File: src/led_fault_pkg.sv
// Shared constants for the LED fault status and gain configuration block
package led_fault_pkg;
  localparam int unsigned CHANNELS        = 16;
  localparam int unsigned CFG_WIDTH       = 16;
  localparam int unsigned CFG_MULT_BIT    = 0;
  localparam int unsigned CFG_EXP_BIT     = 1;
  localparam int unsigned CFG_MANT_LSB    = 2;
  localparam int unsigned CFG_MANT_WIDTH  = 6;
  localparam logic [7:0]  CFG_RESET_LOW   = 8'hff;
  localparam logic [15:0] CFG_RESET       = 16'h00ff;
  localparam logic [4:0]  RATIO_HIGH      = 5'h0f;
  localparam logic [4:0]  RATIO_LOW       = 5'h05;
  localparam int unsigned MANT_DENOM_LOG2 = 6;
  localparam int unsigned VG_DIV_LOG2     = 2;
  localparam int unsigned GAIN_FRAC_BITS  = 9;
  localparam int unsigned MODE_LATCH_EDGE = 4;
  localparam int unsigned STATUS_LOAD_LOW = 2;
  typedef enum logic [2:0] {
    MODE_NORMAL,
    MODE_SW1,
    MODE_SW2,
    MODE_SW3,
    MODE_SPECIAL
  } mode_t;
endpackage : led_fault_pkg

File: src/gain_decode.sv
// Decoder of the configuration code into gain figures
`timescale 1ns/1ps
`default_nettype none
module gain_decode (
  input  wire logic [15:0] cfg_word,
  output logic      [9:0]  voltage_gain,
  output logic      [4:0]  current_ratio,
  output logic      [9:0]  total_current_gain
);
  logic       gain_exponent;
  logic [5:0] gain_mantissa;
  logic [5:0] d_value;
  logic [9:0] vg;
  logic [11:0] cg3;

  always_comb begin
    gain_exponent = cfg_word[led_fault_pkg::CFG_EXP_BIT];
    gain_mantissa = cfg_word[led_fault_pkg::CFG_MANT_LSB +: led_fault_pkg::CFG_MANT_WIDTH];
    // Mantissa bit 0 (config bit 2) is the most significant of D
    for (int i = 0; i < 6; i++) begin
      d_value[5 - i] = gain_mantissa[i];
    end
    // VG in units of 1/512: (1+exp) * (64+D) / 256
    vg = (10'({4'h1, d_value}) << gain_exponent) << 1;
    cg3 = 12'(vg);
    // Low multiplier divides by three; rounded down to the 1/512 grid
    if (cfg_word[led_fault_pkg::CFG_MULT_BIT]) begin
      current_ratio      = led_fault_pkg::RATIO_HIGH;
      total_current_gain = vg;
    end else begin
      current_ratio      = led_fault_pkg::RATIO_LOW;
      total_current_gain = 10'(cg3 / 12'd3);
    end
    voltage_gain = vg;
  end
endmodule : gain_decode
`default_nettype wire

File: src/led_fault_status.sv
// Serial shift, mode switching, fault status capture and configuration latch
`timescale 1ns/1ps
`default_nettype none
module led_fault_status (
  input  wire logic        clock,
  input  wire logic        rst_b,
  input  wire logic        serial_clk,
  input  wire logic        serial_in,
  input  wire logic        latch_strobe_sel,
  input  wire logic        drive_enable_detect_n,
  input  wire logic [15:0] current_ok,
  input  wire logic [15:0] short_trip,
  input  wire logic [15:0] short_release,
  input  wire logic        short_detect_variant,
  input  wire logic        global_overtemp,
  input  wire logic [15:0] channel_overtemp,
  output logic             serial_out,
  output logic      [15:0] channel_drive,
  output logic      [15:0] output_latch,
  output logic      [15:0] current_gain_config,
  output logic             special_mode,
  output logic      [9:0]  voltage_gain,
  output logic      [4:0]  current_ratio,
  output logic      [9:0]  total_current_gain
);
  // ---------------------------------------------------------------------------
  // State
  // ---------------------------------------------------------------------------
  typedef struct packed {
    logic [1:0]          clk_sync;
    logic [1:0]          din_sync;
    logic [1:0]          le_sync;
    logic [1:0]          oe_sync;
    logic [1:0]          gt_sync;
    logic [1:0]          var_sync;
    logic                special;
    logic [1:0][15:0]    ok_sync;
    logic [1:0][15:0]    st_sync;
    logic [1:0][15:0]    sr_sync;
    logic [1:0][15:0]    ct_sync;
    logic                clk_prev;
    logic [2:0]          oe_hist;
    logic [1:0]          low_cnt;
    led_fault_pkg::mode_t mode;
    logic [15:0]         shift;
    logic [15:0]         out_latch;
    logic [15:0]         cfg;
    logic [15:0]         fault_rec;
    logic [15:0]         short_state;
    logic [15:0]         drive;
    logic                sout;
    logic [9:0]          vg;
    logic [4:0]          ratio;
    logic [9:0]          cg;
  } state_t;

  state_t q, d;
  logic [9:0] vg_w;
  logic [4:0] ratio_w;
  logic [9:0] cg_w;
  logic       rise;
  logic       oe_n;
  logic       le;
  logic [15:0] status_word;
  logic [15:0] ok_c, st_c, sr_c, ct_c;

  gain_decode u_gain (
    .cfg_word           (q.cfg),
    .voltage_gain       (vg_w),
    .current_ratio      (ratio_w),
    .total_current_gain (cg_w)
  );

  // ---------------------------------------------------------------------------
  // Next state
  // ---------------------------------------------------------------------------
  always_comb begin
    d = q;
    d.clk_sync = {q.clk_sync[0], serial_clk};
    d.din_sync = {q.din_sync[0], serial_in};
    d.le_sync  = {q.le_sync[0], latch_strobe_sel};
    d.oe_sync  = {q.oe_sync[0], drive_enable_detect_n};
    d.gt_sync  = {q.gt_sync[0], global_overtemp};
    // The variant strap is a pin as well, so it is synchronised like the rest
    d.var_sync = {q.var_sync[0], short_detect_variant};
    d.ok_sync  = {q.ok_sync[0], current_ok};
    d.st_sync  = {q.st_sync[0], short_trip};
    d.sr_sync  = {q.sr_sync[0], short_release};
    d.ct_sync  = {q.ct_sync[0], channel_overtemp};
    d.clk_prev = q.clk_sync[1];
    rise = q.clk_sync[1] & ~q.clk_prev;
    oe_n = q.oe_sync[1];
    le   = q.le_sync[1];
    ok_c = q.ok_sync[1];
    st_c = q.st_sync[1];
    sr_c = q.sr_sync[1];
    ct_c = q.ct_sync[1];

    // Shorted-load hysteresis, tracked only while the output is driven
    for (int n = 0; n < 16; n++) begin
      if (!q.drive[n]) begin
        d.short_state[n] = 1'b1;
      end else if (st_c[n]) begin
        d.short_state[n] = 1'b0;
      end else if (sr_c[n]) begin
        d.short_state[n] = 1'b1;
      end
    end

    // Over-temperature faults are sticky; set wins over the mode clear
    if (q.gt_sync[1]) begin
      d.fault_rec = 16'hffff;
    end else begin
      d.fault_rec = q.fault_rec | ct_c;
    end

    // Output enable low drives latched channels unless thermally shut down
    for (int n = 0; n < 16; n++) begin
      d.drive[n] = ~oe_n & q.out_latch[n] & ~q.gt_sync[1] & ~ct_c[n];
    end

    // Fault word: bit n is channel n
    for (int n = 0; n < 16; n++) begin
      status_word[n] = q.drive[n] & ok_c[n] & ~q.fault_rec[n]
                     & (~q.var_sync[1] | q.short_state[n]);
    end

    if (rise) begin
      d.oe_hist = {q.oe_hist[1:0], oe_n};
      d.sout    = q.shift[15];
      d.low_cnt = oe_n ? 2'h0 : (q.low_cnt == 2'h3 ? q.low_cnt : q.low_cnt + 2'h1);
      if (q.mode == led_fault_pkg::MODE_SPECIAL && !oe_n && q.low_cnt >= 2'(led_fault_pkg::STATUS_LOAD_LOW)) begin
        d.shift = status_word;
      end else begin
        d.shift = {q.shift[14:0], q.din_sync[1]};
      end
      // Mode switching on a one-clock low pulse of output enable
      case (q.mode)
        led_fault_pkg::MODE_SW1: d.mode = led_fault_pkg::MODE_SW2;
        led_fault_pkg::MODE_SW2: d.mode = led_fault_pkg::MODE_SW3;
        led_fault_pkg::MODE_SW3: begin
          if (le) begin
            d.mode = led_fault_pkg::MODE_SPECIAL;
          end else begin
            d.mode = led_fault_pkg::MODE_NORMAL;
            if (!q.gt_sync[1]) begin
              d.fault_rec = ct_c;
            end
          end
        end
        default: begin
          if ({q.oe_hist[1:0], oe_n} == 3'b101) begin
            d.mode = led_fault_pkg::MODE_SW1;
          end else if (le && q.mode == led_fault_pkg::MODE_SPECIAL) begin
            d.cfg = q.shift;
          end else if (le) begin
            d.out_latch = q.shift;
          end
        end
      endcase
    end
    d.special = (d.mode == led_fault_pkg::MODE_SPECIAL);
    d.vg    = vg_w;
    d.ratio = ratio_w;
    d.cg    = cg_w;
  end

  always_ff @(posedge clock or negedge rst_b) begin
    if (!rst_b) begin
      q <= '0;
      q.mode <= led_fault_pkg::MODE_NORMAL;
      q.oe_hist <= 3'h7;
      q.cfg <= led_fault_pkg::CFG_RESET;
      q.short_state <= 16'hffff;
    end else begin
      q <= d;
    end
  end

  // ---------------------------------------------------------------------------
  // Outputs
  // ---------------------------------------------------------------------------
  always_comb begin
    serial_out          = q.sout;
    channel_drive       = q.drive;
    output_latch        = q.out_latch;
    current_gain_config = q.cfg;
    special_mode        = q.special;
    voltage_gain        = q.vg;
    current_ratio       = q.ratio;
    total_current_gain  = q.cg;
  end
endmodule : led_fault_status
`default_nettype wire

File: config.mk
export PLATFORM = sky130hd
export DESIGN_NAME = led_fault_status
export DESIGN_NICKNAME = d
export VERILOG_FILES = /design/src/led_fault_pkg.sv /design/src/gain_decode.sv /design/src/led_fault_status.sv
export SDC_FILE = /design/constraint.sdc
export NUM_CORES = 1
export LEC_CHECK = 0
export ABC_AREA = 1
export BUFFER_PORTS_ARGS = -buffer_cell sky130_fd_sc_hd__clkbuf_2
export CORE_MARGIN = 2
export CORE_UTILIZATION = 35
export CTS_BUF_LIST = sky130_fd_sc_hd__clkbuf_8
export DETAILED_ROUTE_END_ITERATION = 16
export PLACE_DENSITY = 0.54
export SYNTH_ARGS = -nofsm -noshare
export SYNTH_HDL_FRONTEND = slang
export SYNTH_SLANG_ARGS = --single-unit
File: constraint.sdc
create_clock -name clock -period 2.37 [get_ports clock]
set_clock_uncertainty 0.05 [all_clocks]
set_input_delay 0.474 -clock clock [delete_from_list [all_inputs] [get_ports clock]]
set_output_delay 0.474 -clock clock [all_outputs]
set_load 0.02 [all_outputs]
==> results.toml <==
[sta]
drv_slew = 0
setup_tns_ns = -0.492
period_minus_slack_ns = 2.71
rsz0062_at_grt = "true"
period_share = 1.14
fmax_ghz = 0.369
report.final.setup_viol = 2
final.setup.worst_slack_ns = -0.343
whs_ns = 0.283
worst_slew_pin_slew_ns = 0.803
maxSlewHeadroom = 0.465
hold_viol_final = 0

[drt]
dr.pass1.iters = 4
postRouteAntennaNets = 0
dr_total_vias = 5712
routed_via_density = 4.28
wl_per_cell_um = 14.3
wirelength_um = 19100
drt_first_iter_violations = 219
drc = 0

[worst_setup_path]
cp_slowest_cell = "dfstp_2"
start_kind = "flip-flop"
endpoint_kind = "flip-flop"
crit_cells = 17
cp_top_family = "simple AND/OR/NAND/NOR gates"
arrival_ns = 3.08
worst-path-buf-inv = 2
critPathKind = "flip-flop to flip-flop"
cpMostUsedCell = "nand2_4"
r2r_cells = 17
cp_data_required_time_ns = 2.73
critical-path-max-stage-delay_ns = 0.65
cp_cell_sequence = "buf_6, nand2_1, o21a_2, inv_2, nand2_1, nand2_4, nand2_4, nand2_4, nand3_4, nand2_4, nand2_4, and2_4, ha_4, o211ai_1, nand3_2, nor2_1, nor2_1"
cp_max_fo = 7

[clock_tree]
numCtsBuffers = 45
worstSkewPairLatency_ns = 0.55
cts.sinks = 265
clockRootBuffer = "clkbuf_8"
cts_tree = "yes"
path_clk_slew_ns = 0.06
htreeDepth = 2
clock_path_buffers = 3

[status]
outcome = "finished, violations left"
violations = "setup timing"

[floorplanning]
die_area_mm2 = 0.0278
start_util = 0.356
pin_count = 147
die_width_um = 167
fp.dieH_um = 167
rows = 59
coreArea_mm2 = 0.0260

[synth]
yosysSeqAreaShare = 0.720
yosysUniqueCellTypes = 38
synth_top_area_cell = "dfrtp_1"
synth_area_mm2 = 0.00926
synth_top_area_frac = 0.646
syn_area_per_cell_um2 = 12.3
yosys_warnings = 0
synth_area_leaders = "dfrtp_1 65%, dfstp_2 7.4%, buf_4 5.9%, nand2_1 3.4%, o21ai_0 2.8%"
synth_seq_cells = 265
synth_cells = 750

[cells_and_area]
final_layout_size_suffix_gt1_frac = 0.335
nFillCells = 2387
diodes = 0
nets = 1040
design_area_mm2 = 0.0120
area_growth_pct = 29.2

[placed_design]
io_buffers = 142
dpl.hpwl_um = 12200
place_area_mm2 = 0.0101
dp_slack_ns = -0.306
place_congestion = 0.742

[grt]
grt_max_degree = 56
grtUsageTotal = 0.141
grt-ovfl-total = 0
grt_pass1_wl_um = 31100
grt_pass1_vias = 6038
antenna_found_initial = 0

[worst_hold_path]
hp-class = "flip-flop to flip-flop"
min_path_cells = 0

[power]
power_leakage_nw = 5.68
ir_drop_mv = 0.484
p_per_area_mw_per_mm2 = 1010

[run]
cap_viol_max_count = 0
logic make-up (layout without fill, tap and decap cells):
kind of cell | count (synthesis) | in the layout | share of synthesized area
compound gates | 149 | 149 | 0.0955
fa+ha+maj | 3 | 3 | 0.00405
buf+inv | 153 | 400 | 0.0943
flops | 265 | 265 | 0.720
simple gates | 178 | 178 | 0.0858
other cells | 2 | 5 | 0.000811
cells in the mapped netlist:
master / n
clkbuf_1: 19
nand3_1: 9
and2_1: 1
inv_4: 1
nand4_1: 1
bufinv_8: 1
nand3_2: 6
dfstp_2: 26
o21ai_1: 46
nand2_2: 10
o2111ai_1: 16
buf_4: 73
nor3_1: 2
o21ai_4: 1
dfrtp_1: 239
nor2_1: 59
a21oi_1: 10
nand2_1: 84
a22oi_1: 1
nand3_4: 1
or2_4: 1
o21a_2: 1
inv_2: 6
conb_1: 2
ha_1: 3
o21ai_0: 51
o21ai_2: 3
clkinv_1: 1
a21oi_2: 1
o21bai_2: 1
a31oi_1: 3
nand2_4: 3
inv_1: 50
buf_2: 1
o211ai_1: 14
o22ai_1: 1
nor3b_1: 1
buf_6: 1
cell usage in the layout (no fill, tap or decap), types with 3 or more instances in the layout:
cell	n
dfrtp_1	239
clkbuf_2	141
nand2_1	79
dlygate4sd3_1	71
clkbuf_8	60
inv_1	59
nor2_1	58
o21ai_0	50
o21ai_1	47
buf_4	37
dfstp_2	26
o2111ai_1	16
o211ai_1	14
nand2_2	10
a21oi_1	9
nand3_1	8
nand2_4	8
inv_2	7
clkinv_2	6
conb_1	5
buf_6	5
nand3_2	4
nand3_4	4
buf_12	4
a31oi_1	3
clkinvlp_4	3
power by group:
part	switching, W	leakage (nW)	internal (W)	total [W]
clock	0.00179	0.534	0.00238	0.00417
sequential	0.000339	3.15	0.00505	0.00539
combinational	0.00147	2.00	0.00108	0.00255
total	0.00360	5.68	0.00852	0.0121
final timing paths:
| kind | to | slack [ns] | startpoint |
|---|---|---|---|
| max | total_current_gain[0] | -0.34 | current_gain_config[1] |
| min | ct_c[2] | 0.28 | d[149] |
| max reg2reg | total_current_gain[0] | -0.34 | current_gain_config[1] |
| min reg2reg | ct_c[2] | 0.28 | d[149] |
| max in group asynchronous | q[55] | 1.17 | rst_b |
| min in group asynchronous | d[179] | 0.41 | rst_b |
state kept, by name, indices dropped and copies added (netlist names):
name	cells
channel_drive	16
ct_c	16
current_gain_config	16
current_ratio	2
d	71
le	1
oe_n	1
ok_c	16
output_latch	16
q	59
serial_out	1
special_mode	1
sr_c	16
st_c	16
total_current_gain	9
voltage_gain	8
metal layers:
layer  vias to the layer above  track usage  share of wire
met3                        47       0.0326          0.047
li1                       2798            -              -
met1                      2737        0.179           0.44
met2                       130        0.235           0.48
met5                         -            0              0
met4                         0       0.0592          0.031
area by class of cell:
type,instances,area [um^2],share of cell area
Inverter,59,240,0.0201
Multi-Input combinational cell,335,1840,0.154
Clock buffer,60,826,0.0690
Sequential cell,265,6660,0.557
Timing Repair Buffer,259,1850,0.154
Tap cell,335,419,0.0350
Clock inverter,22,135,0.0113
stage by stage:
step                instances  power, W   util
floorplan                 753   0.00706      -
global placement         1169   0.00758  0.389
detailed placement       1169   0.00761  0.389
CTS                      1335    0.0122  0.458
global route             1335    0.0128  0.461
finish                   1335    0.0121  0.461
timing repair:
action / 4_1_cts / 5_1_grt
hold buffers: 71 / 0
endpoints found under the hold margin: 115 / 0
setup endpoints to repair: 2 / 3
setup buffers: 13 / 4
pin swaps: 15 / 13
gates resized for setup: 5 / 18
(Power assumes the default switching activity.)
